==> config.mk <==
export PLATFORM = sky130hd
export DESIGN_NAME = hpd_top
export DESIGN_NICKNAME = d
export VERILOG_FILES = /design/src/rtl/hpd_pkg.sv /design/src/rtl/hpd_sync.sv /design/src/rtl/hpd_top.sv
export SDC_FILE = /design/constraint.sdc
export NUM_CORES = 1
export LEC_CHECK = 0
export ABC_AREA = 1
export BUFFER_PORTS_ARGS = -buffer_cell sky130_fd_sc_hd__buf_2
export CORE_MARGIN = 2
export CORE_UTILIZATION = 40
export DETAILED_ROUTE_END_ITERATION = 12
export HOLD_SLACK_MARGIN = 0.08
export PLACE_DENSITY = 0.68
export SYNTH_ARGS = -nofsm -noshare
export SYNTH_HDL_FRONTEND = slang
export SYNTH_HIERARCHICAL = 1
export SYNTH_SLANG_ARGS = --single-unit
export TNS_END_PERCENT = 50
==> constraint.sdc <==
create_clock -name clock -period 4 [get_ports clock]
set_input_delay 0.8 -clock clock [delete_from_list [all_inputs] [get_ports clock]]
set_output_delay 0.8 -clock clock [all_outputs]
set_load 0.01 [all_outputs]
==> src/rtl/hpd_pkg.sv <==
/*
  Shared constants for the host port block: register offsets, field
  positions, reset values and the handshake state encoding.
  Assumes a 32-bit Avalon-MM slave port with byte addressing.
*/
package hpd_pkg;
  // Bus widths
  localparam int HPD_AW = 8;
  localparam int HPD_DW = 32;

  // Register byte offsets
  localparam logic [7:0] HPD_OFF_CTRL = 8'h00;
  localparam logic [7:0] HPD_OFF_EVENT = 8'h04;
  localparam logic [7:0] HPD_OFF_HOSTACC = 8'h08;
  localparam logic [7:0] HPD_OFF_DMACMD = 8'h0c;
  localparam logic [7:0] HPD_OFF_DMALEN = 8'h10;
  localparam logic [7:0] HPD_OFF_FEATURE = 8'h14;
  localparam logic [7:0] HPD_OFF_STATUS = 8'h18;
  localparam logic [7:0] HPD_OFF_COUNT = 8'h1c;

  // Control register fields
  localparam int HPD_CTRL_NIEN = 0;
  localparam int HPD_CTRL_BSY = 1;
  localparam int HPD_CTRL_DRQ = 2;
  localparam int HPD_CTRL_DEV = 3;
  localparam int HPD_CTRL_UNIT1 = 4;
  localparam int HPD_CTRL_PKT = 5;
  localparam int HPD_CTRL_OVL = 6;
  localparam int HPD_CTRL_RELIE = 7;
  localparam int HPD_CTRL_SVCIE = 8;
  localparam int HPD_CTRL_PID_LO = 9;
  localparam int HPD_CTRL_PIOIN = 11;
  localparam int HPD_CTRL_DMARDY = 12;
  localparam int HPD_CTRL_W = 13;
  localparam logic [12:0] HPD_CTRL_RST = 13'h0001;

  // Event register bits (write one to signal)
  localparam int HPD_EV_CMD_OK = 0;
  localparam int HPD_EV_CMD_ERR = 1;
  localparam int HPD_EV_PIN_BLK = 2;
  localparam int HPD_EV_POUT_BLK = 3;
  localparam int HPD_EV_PKT_RDY = 4;
  localparam int HPD_EV_PKT_DRQ = 5;
  localparam int HPD_EV_BUS_REL = 6;
  localparam int HPD_EV_BUS_CONT = 7;
  localparam int HPD_EV_SVC_RDY = 8;
  localparam int HPD_EV_DIAG = 9;
  localparam int HPD_EV_FIRST = 10;

  // Host access report bits
  localparam int HPD_HA_STAT_RD = 0;
  localparam int HPD_HA_CMD_WR = 1;
  localparam int HPD_HA_SRST = 2;

  // DMA command bits
  localparam int HPD_DC_START = 0;
  localparam int HPD_DC_ABORT = 1;

  // Feature codes and values
  localparam logic [7:0] HPD_SUB_XFER_MODE = 8'h03;
  localparam logic [7:0] HPD_MODE_RST = 8'h00;
  localparam logic [1:0] HPD_PID_INTR = 2'b01;

  // Synchroniser inputs: dmack, dior, diow, cs0, cs1 (all active low)
  localparam int HPD_SYNC_W = 5;
  localparam logic [4:0] HPD_SYNC_RST = 5'h1f;

  // Handshake states, Gray coded along idle-req-xfer-pause-finish
  typedef enum logic [2:0] {
    HPD_IDLE = 3'b000,
    HPD_REQ = 3'b001,
    HPD_XFER = 3'b011,
    HPD_PAUSE = 3'b010,
    HPD_FINISH = 3'b110
  } hpd_state_type;
endpackage

==> src/rtl/hpd_sync.sv <==
/*
  Two-flop synchroniser for a group of pin inputs.
  Assumes the inputs are asynchronous levels; only the second stage
  is visible to the rest of the design.
*/
`timescale 1ns/1ps
`default_nettype none
module hpd_sync #(
  parameter int WIDTH = 5,
  parameter logic [WIDTH-1:0] RST_VAL = '1
) (
  // Clock and reset
  input wire logic clock,
  input wire logic resetn,
  // Pin side
  input wire logic [WIDTH-1:0] pin_in,
  // Clock domain side
  output logic [WIDTH-1:0] sync_out
);
  logic [WIDTH-1:0] meta_r; // First stage, read only by second stage

  // Two stages, reset to the inactive pin level
  always_ff @(posedge clock or negedge resetn) begin
    if (!resetn) begin
      meta_r <= RST_VAL;
      sync_out <= RST_VAL;
    end else begin
      meta_r <= pin_in;
      sync_out <= meta_r;
    end
  end
endmodule
`default_nettype wire

==> src/rtl/hpd_top.sv <==
/*
  Device-side host port: interrupt pending state and Multiword DMA
  request/acknowledge handshake, with an Avalon-MM register slave.
  Assumes firmware reports command events and host register accesses
  through registers, and that host pins are asynchronous to clock.
*/
// Local design decisions: the register addresses and the Avalon-MM register port.
`timescale 1ns/1ps
`default_nettype none
module hpd_top
  import hpd_pkg::*;
#(
  parameter int LEN_W = 16
) (
  // Clock and reset
  input wire logic clock,
  input wire logic resetn,
  // Avalon-MM slave
  input wire logic [hpd_pkg::HPD_AW-1:0] avs_address,
  input wire logic avs_read,
  input wire logic avs_write,
  input wire logic [hpd_pkg::HPD_DW-1:0] avs_writedata,
  output logic [hpd_pkg::HPD_DW-1:0] avs_readdata,
  output logic avs_waitrequest,
  // Host pins, active low, asynchronous
  input wire logic dmack_n,
  input wire logic dior_n,
  input wire logic diow_n,
  input wire logic cs0_n,
  input wire logic cs1_n,
  // Device pins
  output logic dmarq_o,
  output logic dmarq_oe,
  output logic intrq
);
  import hpd_pkg::*;

  // Synchronised host pins
  logic [HPD_SYNC_W-1:0] pins_s;
  logic dmack_s; // Acknowledge asserted, synchronised
  logic strobe_s; // Either data strobe asserted while acknowledge is asserted
  logic strobe_d_r; // Previous strobe level
  logic word_done; // End of one strobe pulse

  // Register state
  logic [HPD_CTRL_W-1:0] ctrl_r;
  logic [LEN_W-1:0] len_r;
  logic [LEN_W-1:0] count_r;
  logic [7:0] mode_r;
  logic pend_r;
  logic done_r;
  logic err_r;
  logic burst_word_r; // A word moved since acknowledge rose
  hpd_state_type state_r;

  // Bus access decode
  logic acc_req;
  logic wr_acc;
  logic [HPD_DW-1:0] rd_mux;
  logic [10:0] ev;
  logic [2:0] ha;
  logic [1:0] dc;
  logic selected;
  logic set_pend;
  logic clr_pend;

  // Pin synchroniser
  hpd_sync #(
    .WIDTH(HPD_SYNC_W),
    .RST_VAL(HPD_SYNC_RST)
  ) u_sync (
    .clock(clock),
    .resetn(resetn),
    .pin_in({cs1_n, cs0_n, diow_n, dior_n, dmack_n}),
    .sync_out(pins_s)
  );

  // Decoded host levels; chip selects are not needed by the device here
  assign dmack_s = ~pins_s[0];
  assign strobe_s = dmack_s & (~pins_s[1] | ~pins_s[2]);
  assign word_done = strobe_d_r & ~strobe_s;

  // Strobe edge history
  always_ff @(posedge clock or negedge resetn) begin
    if (!resetn) begin
      strobe_d_r <= 1'b0;
    end else begin
      strobe_d_r <= strobe_s;
    end
  end

  // Accept a request in the cycle waitrequest is low
  assign acc_req = (avs_read | avs_write) & ~avs_waitrequest;
  assign wr_acc = acc_req & avs_write;

  // Write pulses for the strobe-only registers
  assign ev = (wr_acc && avs_address == HPD_OFF_EVENT) ? avs_writedata[10:0] : 11'h000;
  assign ha = (wr_acc && avs_address == HPD_OFF_HOSTACC) ? avs_writedata[2:0] : 3'h0;
  assign dc = (wr_acc && avs_address == HPD_OFF_DMACMD) ? avs_writedata[1:0] : 2'h0;

  // Waitrequest: high at rest, low for one cycle per request
  always_ff @(posedge clock or negedge resetn) begin
    if (!resetn) begin
      avs_waitrequest <= 1'b1;
    end else if ((avs_read | avs_write) && avs_waitrequest) begin
      avs_waitrequest <= 1'b0;
    end else begin
      avs_waitrequest <= 1'b1;
    end
  end

  // Read data mux, unmapped offsets read zero
  always_comb begin
    rd_mux = '0;
    case (avs_address)
      HPD_OFF_CTRL: begin
        rd_mux[HPD_CTRL_W-1:0] = ctrl_r;
      end
      HPD_OFF_DMALEN: begin
        rd_mux[LEN_W-1:0] = len_r;
      end
      HPD_OFF_STATUS: begin
        rd_mux[0] = pend_r;
        rd_mux[1] = intrq;
        rd_mux[4:2] = state_r;
        rd_mux[5] = done_r;
        rd_mux[6] = err_r;
        rd_mux[15:8] = mode_r;
      end
      HPD_OFF_COUNT: begin
        rd_mux[LEN_W-1:0] = count_r;
      end
      default: begin
        rd_mux = '0;
      end
    endcase
  end

  // Read data captured as waitrequest falls, valid at the accept edge
  always_ff @(posedge clock or negedge resetn) begin
    if (!resetn) begin
      avs_readdata <= '0;
    end else if (avs_read && avs_waitrequest) begin
      avs_readdata <= rd_mux;
    end
  end

  // Control register
  always_ff @(posedge clock or negedge resetn) begin
    if (!resetn) begin
      ctrl_r <= HPD_CTRL_RST;
    end else if (wr_acc && avs_address == HPD_OFF_CTRL) begin
      ctrl_r <= avs_writedata[HPD_CTRL_W-1:0];
    end
  end

  // Transfer length register
  always_ff @(posedge clock or negedge resetn) begin
    if (!resetn) begin
      len_r <= '0;
    end else if (wr_acc && avs_address == HPD_OFF_DMALEN) begin
      len_r <= avs_writedata[LEN_W-1:0];
    end
  end

  // Transfer mode, changed only by the set-transfer-mode subcommand
  always_ff @(posedge clock or negedge resetn) begin
    if (!resetn) begin
      mode_r <= HPD_MODE_RST;
    end else if (wr_acc && avs_address == HPD_OFF_FEATURE
                 && avs_writedata[7:0] == HPD_SUB_XFER_MODE) begin
      mode_r <= avs_writedata[15:8];
    end
  end

  // This device is the one the host addresses; the select bit alone
  // never touches the pending state
  assign selected = (ctrl_r[HPD_CTRL_DEV] == ctrl_r[HPD_CTRL_UNIT1]);

  // Qualified events that enter the pending state
  always_comb begin
    set_pend = 1'b0;
    if (ev[HPD_EV_CMD_OK] && !ctrl_r[HPD_CTRL_PIOIN]) begin
      set_pend = 1'b1;
    end
    if (ev[HPD_EV_CMD_ERR]) begin
      set_pend = 1'b1;
    end
    if (ev[HPD_EV_PIN_BLK]) begin
      set_pend = 1'b1;
    end
    if (ev[HPD_EV_POUT_BLK] && !ev[HPD_EV_FIRST]) begin
      set_pend = 1'b1;
    end
    if (ev[HPD_EV_PKT_RDY] && ctrl_r[HPD_CTRL_PKT]
        && ctrl_r[HPD_CTRL_PID_LO+1:HPD_CTRL_PID_LO] == HPD_PID_INTR) begin
      set_pend = 1'b1;
    end
    if (ev[HPD_EV_PKT_DRQ] && ctrl_r[HPD_CTRL_PKT]) begin
      set_pend = 1'b1;
    end
    if (ev[HPD_EV_BUS_REL] && ctrl_r[HPD_CTRL_OVL] && ctrl_r[HPD_CTRL_RELIE]) begin
      set_pend = 1'b1;
    end
    if (ev[HPD_EV_BUS_CONT] && ctrl_r[HPD_CTRL_OVL]) begin
      set_pend = 1'b1;
    end
    if (ev[HPD_EV_SVC_RDY] && ctrl_r[HPD_CTRL_OVL] && ctrl_r[HPD_CTRL_SVCIE]) begin
      set_pend = 1'b1;
    end
    if (ev[HPD_EV_DIAG] && !ctrl_r[HPD_CTRL_UNIT1]) begin
      set_pend = 1'b1;
    end
  end

  // Host accesses that leave the pending state
  always_comb begin
    clr_pend = 1'b0;
    if (ha[HPD_HA_STAT_RD] && selected && !ctrl_r[HPD_CTRL_BSY]) begin
      clr_pend = 1'b1;
    end
    if (ha[HPD_HA_CMD_WR] && selected && !ctrl_r[HPD_CTRL_BSY]
        && !ctrl_r[HPD_CTRL_DRQ]) begin
      clr_pend = 1'b1;
    end
  end

  // Pending state: soft reset wins, then a new event beats a clear
  always_ff @(posedge clock or negedge resetn) begin
    if (!resetn) begin
      pend_r <= 1'b0;
    end else if (ha[HPD_HA_SRST]) begin
      pend_r <= 1'b0;
    end else if (set_pend) begin
      pend_r <= 1'b1;
    end else if (clr_pend) begin
      pend_r <= 1'b0;
    end
  end

  // Interrupt pin follows pending while interrupts are enabled
  always_ff @(posedge clock or negedge resetn) begin
    if (!resetn) begin
      intrq <= 1'b0;
    end else begin
      intrq <= pend_r & ~ctrl_r[HPD_CTRL_NIEN];
    end
  end

  // Handshake state machine
  always_ff @(posedge clock or negedge resetn) begin
    if (!resetn) begin
      state_r <= HPD_IDLE;
    end else if (ha[HPD_HA_SRST]) begin
      state_r <= HPD_IDLE;
    end else begin
      case (state_r)
        HPD_IDLE: begin
          // Start only with a length; without data ready, wait in pause
          if (dc[HPD_DC_START] && len_r != '0) begin
            state_r <= ctrl_r[HPD_CTRL_DMARDY] ? HPD_REQ : HPD_PAUSE;
          end
        end
        HPD_REQ: begin
          // Host answers with acknowledge; abort before it ends at once
          if (dc[HPD_DC_ABORT]) begin
            state_r <= HPD_FINISH;
          end else if (dmack_s) begin
            state_r <= HPD_XFER;
          end
        end
        HPD_XFER: begin
          if (word_done && count_r + 1'b1 == len_r) begin
            state_r <= HPD_FINISH;
          end else if (burst_word_r && !strobe_s && dc[HPD_DC_ABORT]) begin
            state_r <= HPD_FINISH;
          end else if (burst_word_r && !strobe_s && !ctrl_r[HPD_CTRL_DMARDY]) begin
            state_r <= HPD_PAUSE;
          end else if (!dmack_s && !strobe_d_r) begin
            state_r <= HPD_REQ;
          end
        end
        HPD_PAUSE: begin
          // A strobe already under way may still land here; resume only
          // once acknowledge has dropped
          if (word_done && count_r + 1'b1 == len_r) begin
            state_r <= HPD_FINISH;
          end else if (dc[HPD_DC_ABORT]) begin
            state_r <= HPD_FINISH;
          end else if (!dmack_s && ctrl_r[HPD_CTRL_DMARDY]) begin
            state_r <= HPD_REQ;
          end
        end
        HPD_FINISH: begin
          // Wait for the host to drop acknowledge, then release
          if (!dmack_s) begin
            state_r <= HPD_IDLE;
          end
        end
        default: begin
          state_r <= HPD_IDLE;
        end
      endcase
    end
  end

  // Word counter and per-burst word flag
  always_ff @(posedge clock or negedge resetn) begin
    if (!resetn) begin
      count_r <= '0;
      burst_word_r <= 1'b0;
    end else if (state_r == HPD_IDLE && dc[HPD_DC_START]) begin
      count_r <= '0;
      burst_word_r <= 1'b0;
    end else if ((state_r == HPD_XFER || state_r == HPD_PAUSE) && word_done) begin
      count_r <= count_r + 1'b1;
      burst_word_r <= 1'b1;
    end else if (state_r != HPD_XFER) begin
      burst_word_r <= 1'b0;
    end
  end

  // Completion and error flags, cleared by the next start
  always_ff @(posedge clock or negedge resetn) begin
    if (!resetn) begin
      done_r <= 1'b0;
      err_r <= 1'b0;
    end else if (state_r == HPD_IDLE && dc[HPD_DC_START]) begin
      done_r <= 1'b0;
      err_r <= 1'b0;
    end else begin
      if (state_r == HPD_FINISH && !dmack_s) begin
        done_r <= 1'b1;
      end
      if (dc[HPD_DC_ABORT] && state_r != HPD_IDLE && state_r != HPD_FINISH) begin
        err_r <= 1'b1;
      end
    end
  end

  // Request pin level and drive enable
  always_ff @(posedge clock or negedge resetn) begin
    if (!resetn) begin
      dmarq_o <= 1'b0;
      dmarq_oe <= 1'b0;
    end else begin
      dmarq_o <= 1'b0;
      dmarq_oe <= 1'b0;
      if (ha[HPD_HA_SRST]) begin
        dmarq_oe <= 1'b0;
      end else begin
        case (state_r)
          HPD_IDLE: begin
            dmarq_o <= dc[HPD_DC_START] && len_r != '0 && ctrl_r[HPD_CTRL_DMARDY];
            dmarq_oe <= dc[HPD_DC_START] && len_r != '0 && ctrl_r[HPD_CTRL_DMARDY];
          end
          HPD_REQ: begin
            dmarq_o <= ~dc[HPD_DC_ABORT];
            dmarq_oe <= 1'b1;
          end
          HPD_XFER: begin
            dmarq_o <= !((word_done && count_r + 1'b1 == len_r)
                         || (burst_word_r && !strobe_s
                             && (dc[HPD_DC_ABORT] || !ctrl_r[HPD_CTRL_DMARDY])));
            dmarq_oe <= 1'b1;
          end
          HPD_PAUSE: begin
            dmarq_o <= !dmack_s && ctrl_r[HPD_CTRL_DMARDY] && !dc[HPD_DC_ABORT];
            dmarq_oe <= count_r != '0
                        || (!dmack_s && ctrl_r[HPD_CTRL_DMARDY] && !dc[HPD_DC_ABORT]);
          end
          HPD_FINISH: begin
            dmarq_o <= 1'b0;
            dmarq_oe <= dmack_s;
          end
          default: begin
            dmarq_o <= 1'b0;
            dmarq_oe <= 1'b0;
          end
        endcase
      end
    end
  end
endmodule
`default_nettype wire

==> run_results.csv, run 1 <==
group,metric,value,unit
status,status,"finished clean",
routing,vias_per_cell,5.37,
placed_design,port_buffers,50,
sta,fin_crit_sh,0.625,
routing,ant_nets,0,
cts,cts_buffers,9,
critical_path,path_class,"register to register",
synth,synth_cells,668,
job,maxCapViolations,0,
pwr,seq_power_share,0.389,
pwr,pwr-share-comb,0.290,
critical_path,r2r_start,"count_r[0]",
critical_path,cp-start-kind,"register",
cts,htreeDepth,3,
cts,post_cts_resized,0,
critical_path,worst_path_most_repeated_cell,"nand3_1",
sta,fmax,400,MHz
critical_path,path_buf_inv,1,
routing,route.detailed.drc,0,
sta,finalHoldViolCount,0,
cts,clkTransAtPathRegs,0.07,ns
sta,fin_tns_setup,0,ns
pwr,p_per_area,516,nW/um^2
cts,cts_root_buffer,"clkbuf_16",
sta,finalMaxSlewViolations,0,
final_layout,fillers,1221,
routing,first_pass_iters,6,
pwr,cellInternalPower,1.83,mW
synth,avgSynthCellArea,7.35,um^2
critical_path,crit_chain,"inv_2, ha_1, xnor2_1, nand3_1, nor2_1, nand3_1, nor2_1, nand3_1, nor2_1, nand2_1, nand3_1, nand3_2, nand2_1, o21ai_1",
floorplanning,dieArea,13200,um^2
global_routing,grt_max_degree,37,
global_routing,grt_pass1_wl,22900,um
critical_path,cpPeakStageDelay,0.53,ns
placed_design,dp.cells,855,
pwr,switching_share,0.366,
routing,first_iter_violations,334,
pwr,p_clk_frac,0.321,
routing,drt-wirelength-per-cell,16.1,um
critical_path,critPathRequiredTime,4.23,ns
sta,clock_skew,0.00918,ns
placed_design,routabilityCongestion,0.862,
floorplanning,die_x,115,um
pwr,vdd_ir_drop_max,269,uV
floorplanning,rows,40,
final_layout,nets,770,
routing,vias,4679,
placed_design,place_hpwl,10600,um
sta,rsz0062_at_grt,"false",
critical_path,slowest_stage,"dfrtp_1",
critical_path,worstPathArrival,2.73,ns
sta,slew_headroom,0.371,
global_routing,grt_pass1_vias,4461,
sta,period_needed,2.50,ns
global_routing,grt_remaining_overflow,0,
pwr,cellLeakagePower,2.75,nW
global_routing,grtUsageTotal,0.224,
routing,wirelength,14000,um
critical_path,r2r_end,"state_r[0]",
critical_path,critical-path-top-delay-family,"simple AND/OR/NAND/NOR gates",
cts,clock_sinks,87,
cts,hold_buffers,0,
synth,ys_warn_count,6,
critical_path,reg2regPathDepth,14,
critical_path,end_kind,"register",
final_layout,syn_to_final_growth,13.9,%
worst_hold_path,hp-class,"input port to asynchronous set/reset pin",
critical_path,worstPathMaxFanout,9,
floorplanning,die_h,115,um
global_routing,antenna_found_initial,0,
sta,setup_viol,0,
final_layout,layout-drive-gt1-share,0.127,
floorplanning,floorplan.initialDensity,0.409,
pwr,power_switching,1.05,mW
cts,post_cts_buffers,0,
synth,synth_area,4910,um^2
sta,worst_pin_slew,0.942,ns
cts,clock_latency,0.35,ns
floorplanning,io_pins,85,
floorplanning,core-area,12000,um^2
cts,cts_tree,"built",
final_layout,stdcell_count,871,
cts,clockBufferDepth,2,
critical_path,r2r_setup_slack,1.50,ns
final_layout,num_antenna_cells,0,
[state kept, by name, indices dropped and copies added (netlist names)]
name             cells
avs_readdata        16
avs_waitrequest      1
burst_word_r         1
count_r             16
ctrl_r              13
dmarq_o              1
dmarq_oe             1
done_r               1
err_r                1
intrq                1
len_r               16
mode_r               8
pend_r               1
state_r              3
strobe_d_r           1
u_sync/meta_r        3
u_sync/sync_out      3
[layout make-up]
class	count	area, um^2	area share
timing repair buffer	56	298	0.0532
inverter	86	323	0.0577
tap	147	184	0.0329
multi-input combinational	479	2280	0.407
clock inverter	4	77.6	0.0139
clock buffer	12	246	0.0441
sequential	87	2190	0.391
[stage by stage]
step	hold WS, ns	power [mW]	instance area [um^2]	worst slack (ns)	util
floorplan	0.345	1.71	4970	1.78	-
global placement	0.346	1.93	5270	1.31	0.439
detailed placement	0.347	1.96	5270	1.27	0.439
CTS	0.355	2.87	5590	1.51	0.466
global route	0.360	3.06	5590	1.20	0.466
finish	0.342	2.88	5590	1.50	0.466
[power groups by stage]
stage | combinational, mW | sequential (mW) | clock [mW]
2_1_floorplan | 0.621 | 1.09 | 0
3_3_place_gp | 0.806 | 1.13 | 0
3_5_place_dp | 0.826 | 1.13 | 0
4_1_cts | 0.830 | 1.12 | 0.929
5_1_grt | 0.957 | 1.14 | 0.967
6_report | 0.837 | 1.12 | 0.926
[worst max path at each step]
stage,startpoint,endpoint,depth (start not counted)
2_1_floorplan,avs_address[1],state_r[0],12
3_3_place_gp,avs_address[1],state_r[2],13
3_5_place_dp,avs_address[1],count_r[6],10
4_1_cts,count_r[0],state_r[0],14
5_1_grt,count_r[0],state_r[2],14
6_report,count_r[0],state_r[0],14
[per-layer routing]
layer	track usage	part of all wire	wire length, um
met5	0	0	0
met4	0.0723	0.019	264
met3	0.0332	0.069	968
met2	0.346	0.45	6320
met1	0.326	0.46	6450
[cell usage in the layout, fill, tap and decap left out, types with 8 or more instances in the layout]
master and n:
a21oi_1 10, buf_2 49, clkbuf_16 9, conb_1 16
dfrtp_1 79, dfstp_2 8, inv_1 83, nand2_1 199
nand3_1 55, nand4_1 15, nor2_1 46, o21ai_0 66
o22ai_1 22
Power figures use the tool's default switching activity.
==> run 2, diff against run 1 <==
ABC_AREA = 0   (was 1)
PLACE_DENSITY = 0.7   (was 0.68)
clock period = 2.1 ns   (was 4 ns; I/O delays follow)
==> run 2 against run 1 <==
Compared with the run above: the run now ends with negative setup slack left; sequential power grew 73%; largest cell class unchanged; non-clock buffer count is 104 higher; via count rose by 0.21%; wire length is 6.1% higher; first-iteration DRC count is 37% higher; critical path type unchanged; clock skew decreased by 0.0034 ns; critical path depth fell by 5; total power up 73%; clock power up 70%; combinational power rose by 78%; area after synthesis up 0.66%.
==> run_results.csv, run 2 <==
group,metric,value,unit
routing,vias_per_cell,5.83,
placed_design,place_hpwl,11100,um
cts,clock_latency,0.35,ns
floorplanning,floorplan.initialDensity,0.411,
final_layout,fillers,1038,
sta,finalWorstSetupSlack,-0.500,ns
routing,first_iter_violations,456,
status,status,"finished with violations",
sta,holdWs,0.170,ns
pwr,cellLeakagePower,3.12,nW
critical_path,worst_path_most_repeated_cell,"buf_4",
worst_hold_path,hp-class,"input port to register",
critical_path,worstPathArrival,2.87,ns
worst_hold_path,whs_path_depth,1,
cts,cts_tree,"built",
placed_design,place_area,6090,um^2
floorplanning,dieArea,13300,um^2
cts,cts_root_buffer,"clkbuf_16",
synth,synth_area,4940,um^2
worst_hold_path,hp-start,"dmack_n",
sta,finalMaxSlewViolations,0,
sta,finalHoldViolCount,0,
critical_path,r2r_end,"state_r[1]",
sta,period_needed,2.60,ns
floorplanning,die_h,115,um
cts,clkTransAtPathRegs,0.07,ns
final_layout,finalInstanceArea,6490,um^2
critical_path,cpPeakStageDelay,0.55,ns
sta,fin_tns_setup,-1.57,ns
global_routing,grt_remaining_overflow,0,
critical_path,cp-start-kind,"register",
final_layout,layout_common_cells,"buf_4 (106), dfrtp_1 (76), nand2_1 (67)",
cts,htreeDepth,3,
final_layout,nets,703,
routing,route.detailed.drc,0,
final_layout,seqCellArea,2190,um^2
placed_design,port_buffers,50,
sta,setup_viol,4,
pwr,p_total,5.00,mW
final_layout,num_antenna_cells,0,
global_routing,grt_pass1_wl,23500,um
synth,synth_cells,516,
final_layout,layout-drive-gt1-share,0.373,
routing,vias,4689,
floorplanning,core-area,12000,um^2
critical_path,worstPathMaxFanout,7,
critical_path,r2r_setup_slack,-0.50,ns
sta,worst_pin_slew,0.529,ns
critical_path,path_class,"register to register",
floorplanning,die_x,115,um
final_layout,multiInputGateArea,2650,um^2
cts,clock_sinks,87,
final_layout,syn_to_final_growth,31.3,%
pwr,p_per_area,771,nW/um^2
critical_path,r2r_start,"count_r[6]",
synth,avgSynthCellArea,9.58,um^2
sta,clock_skew,0.00576,ns
synth,ys_warn_count,6,
routing,wirelength,14800,um
critical_path,critical-path-top-delay-family,"simple AND/OR/NAND/NOR gates",
critical_path,path_buf_inv,2,
critical_path,critPathRequiredTime,2.37,ns
job,maxCapViolations,0,
global_routing,grt_max_degree,39,
floorplanning,io_pins,85,
routing,ant_nets,0,
sta,rsz0062_at_grt,"true",
critical_path,crit_chain,"nand4_1, buf_4, buf_4, or2_1, a211oi_2, nor2_1, or4_4, or3b_1, a31oi_1",
final_layout,reg_top3,"avs_readdata (16), count_r (16), len_r (16)",
sta,fin_crit_sh,1.24,
cts,cts_buffers,9,
critical_path,slowest_stage,"or4_4",
placed_design,routabilityCongestion,0.904,
global_routing,grt_pass1_vias,4497,
sta,fmax,385,MHz
routing,first_pass_iters,6,
worst_hold_path,worstHoldEndpoint,"u_sync/meta_r[0]",
cts,clockBufferDepth,2,
critical_path,end_kind,"register",
critical_path,reg2regPathDepth,9,
global_routing,antenna_found_initial,0,
global_routing,grtUsageTotal,0.231,
status,violations,"negative setup slack",
routing,drt-wirelength-per-cell,18.5,um
sta,slew_headroom,0.647,
pwr,vdd_ir_drop_max,444,uV
final_layout,final_common_cell,"buf_4",
floorplanning,rows,40,
## run 2: cell count changes in the layout (fill, tap and decap cells not counted), moves of 21 or more
cell	delta
buf_4	+99
inv_1	-73
mux2_2	+31
nand2_1	-132
nand3_1	-48
o21ai_0	-23
o22ai_1	-21
## run 2: layer usage
metal	part of all wire	vias up	global-route usage
li1	-	2146	-
met1	0.43	2288	0.315
met2	0.48	221	0.375
met3	0.064	34	0.0300
met4	0.031	0	0.0932
met5	0	-	0
## run 2: timing repair
item	in CTS	in global routing
setup buffers	1	2
pin swaps	0	1
resized for setup	2	15
setup endpoints to repair	4	25
hold endpoints to repair	25	0
hold buffers	1	0
## run 2: where the power goes
group          switching (mW)  internal (mW)
Sequential              0.133           1.81
Combinational           0.799          0.693
Clock                   0.742          0.830
## run 2: worst max-delay path by stage
stage / startpoint / endpoint / cells after the start
3_5_place_dp: count_r[5] / state_r[1] / 7
4_1_cts: count_r[0] / state_r[1] / 9
2_1_floorplan: count_r[3] / state_r[1] / 9
5_1_grt: count_r[6] / state_r[1] / 9
3_3_place_gp: count_r[0] / state_r[1] / 9
6_report: count_r[6] / state_r[1] / 9
## run 2: final cells by class
type	instances	area share
timing repair buffer	160	0.174
multi-input combinational	383	0.409
clock inverter	7	0.00945
tap	147	0.0284
sequential	87	0.338
clock buffer	9	0.0347
inverter	11	0.00636
## run 2: stage by stage
stage | utilization | instances | setup slack [ns]
6_report | 0.540 | 804 | -0.500
5_1_grt | 0.540 | 804 | -0.620
4_1_cts | 0.533 | 802 | -0.508
3_5_place_dp | 0.507 | 784 | -0.500
3_3_place_gp | 0.507 | 784 | -0.433
2_1_floorplan | - | 531 | -0.431
## run 2: worst reg2reg max path: cells and delay by family, from the launching register on
| kind | cells | cell delay, ns |
|---|---|---|
| AND/OR/NAND/NOR | 5 | 1.44 |
| flip-flops | 1 | 0.41 |
| AO/OA/AOI/OAI | 2 | 0.35 |
| buffers and inverters | 2 | 0.33 |
==> run 3, diff against run 2 <==
REMOVE_ABC_BUFFERS = 1   (was default)
==> run 3 against run 2 <==
Compared with the run above: the flow still finishes with violations (negative setup slack); via count is 2.5% higher; worst hold slack better by 0.0014 ns; maximum frequency is 2.7% lower; sequential power hardly changed; largest power group unchanged; highest routed layer unchanged.
==> run_results.csv, run 3 (synthesis gave the netlist of run 2 again) <==
group,metric,value,unit
status,status,"finished with violations",
status,violations,"negative setup slack",
global_routing,grt_max_degree,45,
cts,clock_sinks,87,
routing,drt-wirelength-per-cell,18.9,um
critical_path,path_class,"register to register",
pwr,vdd_ir_drop_max,469,uV
critical_path,end_kind,"register",
cts,cts_buffers,9,
cts,clockBufferDepth,2,
routing,vias,4807,
routing,vias_per_cell,5.83,
sta,finalHoldViolCount,0,
sta,period_needed,2.67,ns
routing,first_iter_violations,489,
final_layout,stdcell_count,824,
routing,ant_nets,0,
final_layout,layout_common_cells,"buf_4 (120), dfrtp_1 (78), nand2_1 (67)",
critical_path,cpPeakStageDelay,0.52,ns
floorplanning,core-area,12000,um^2
final_layout,syn_to_final_growth,34.6,%
pwr,p_total,5.22,mW
worst_hold_path,hp-class,"input port to register",
placed_design,routabilityCongestion,0.949,
routing,wirelength,15600,um
final_layout,layout-drive-gt1-share,0.383,
routing,route.detailed.drc,0,
placed_design,port_buffers,50,
job,maxCapViolations,0,
critical_path,cp-start-kind,"register",
cts,htreeDepth,3,
placed_design,dp.cells,782,
sta,rsz0062_at_grt,"true",
final_layout,reg_top3,"avs_readdata (16), count_r (16), len_r (16)",
critical_path,worstPathMaxFanout,5,
critical_path,critPathRequiredTime,2.36,ns
final_layout,fillers,1008,
sta,fin_tns_setup,-2.03,ns
critical_path,worstPathArrival,2.94,ns
floorplanning,rows,40,
floorplanning,io_pins,85,
final_layout,final_common_cell,"buf_4",
sta,holdWs,0.171,ns
final_layout,num_antenna_cells,0,
sta,fmax,374,MHz
global_routing,grtUsageTotal,0.239,
sta,fin_crit_sh,1.27,
sta,clock_skew,0.00518,ns
final_layout,fin_util,0.554,
critical_path,slowest_stage,"or4_4",
routing,first_pass_iters,6,
global_routing,grt_pass1_vias,4855,
placed_design,place_hpwl,11000,um
sta,finalMaxSlewViolations,0,
cts,cts_tree,"built",
global_routing,grt_pass1_wl,24700,um
sta,finalWorstSetupSlack,-0.573,ns
cts,clock_latency,0.34,ns
floorplanning,die_x,115,um
cts,clkTransAtPathRegs,0.06,ns
placed_design,place_area,5990,um^2
floorplanning,die_h,115,um
sta,worst_pin_slew,0.557,ns
cts,cts_root_buffer,"clkbuf_16",
global_routing,grt_remaining_overflow,0,
sta,setup_viol,4,
sta,slew_headroom,0.629,
floorplanning,dieArea,13300,um^2
floorplanning,floorplan.initialDensity,0.411,
placed_design,post-place-ws,-0.562,ns
global_routing,antenna_found_initial,0,
pwr,p_per_area,784,nW/um^2
final_layout,finalInstanceArea,6650,um^2
final_layout,nets,723,
pwr,cellLeakagePower,3.21,nW
critical_path,crit_chain,"buf_6, nand4_4, buf_4, or3_1, a21oi_2, o2111ai_2, or4_4, or3b_1, a31oi_1",
[run 3: changes by cell type in the layout (fill, tap and decap cells not counted), moves of 5 or more]
cell / change
buf_4: +14
buf_6: +5
o21ai_0: -8
o21ai_1: +8
[run 3: layout make-up]
cell class	count	area [um^2]	share of cell area
Multi-Input combinational cell	384	2630	0.396
Timing Repair Buffer	179	1290	0.194
Tap cell	147	184	0.0276
Clock inverter	6	73.8	0.0111
Clock buffer	10	239	0.0359
Inverter	11	41.3	0.00621
Sequential cell	87	2190	0.329
[run 3: worst max-delay path: cells and delay by family, from the launching register on]
family	cells	cell delay [ns]
AO/OA/AOI/OAI	3	0.49
buffers and inverters	2	0.31
AND/OR/NAND/NOR	4	1.43
flip-flops	1	0.37
[run 3: layer usage]
metal  global-route usage  part of all wire
met1                0.311              0.41
met2                0.398              0.49
met3               0.0332             0.073
met4                0.108             0.030
met5                    0                 0
[run 3: what timing repair did]
| action | in CTS | in global routing |
|---|---|---|
| gates cloned | 0 | 1 |
| hold buffers | 1 | 0 |
| gates resized for setup | 20 | 20 |
| pin swaps | 14 | 10 |
| setup endpoints to repair | 21 | 31 |
| buffers inserted | 19 | 7 |
| endpoints found under the hold margin | 20 | 0 |
[run 3: power breakdown]
group,switching (mW),internal (mW),total (mW)
Clock,0.701,0.971,1.67
Combinational,0.863,0.760,1.62
Sequential,0.120,1.80,1.92
[run 3: path summary, 6_finish.rpt]
path | slack, ns | depth (start not counted) | endpoint | startpoint
max in group asynchronous | 0.96 | 3 | count_r[14] | resetn
hold / removal | 0.17 | 1 | u_sync/meta_r[0] | dmack_n
setup reg to reg | -0.57 | 9 | state_r[1] | count_r[0]
hold reg to reg | 0.36 | 0 | u_sync/sync_out[2] | u_sync/meta_r[2]
setup / recovery | -0.57 | 9 | state_r[1] | count_r[0]
min in group asynchronous | 0.55 | 2 | avs_readdata[0] | resetn
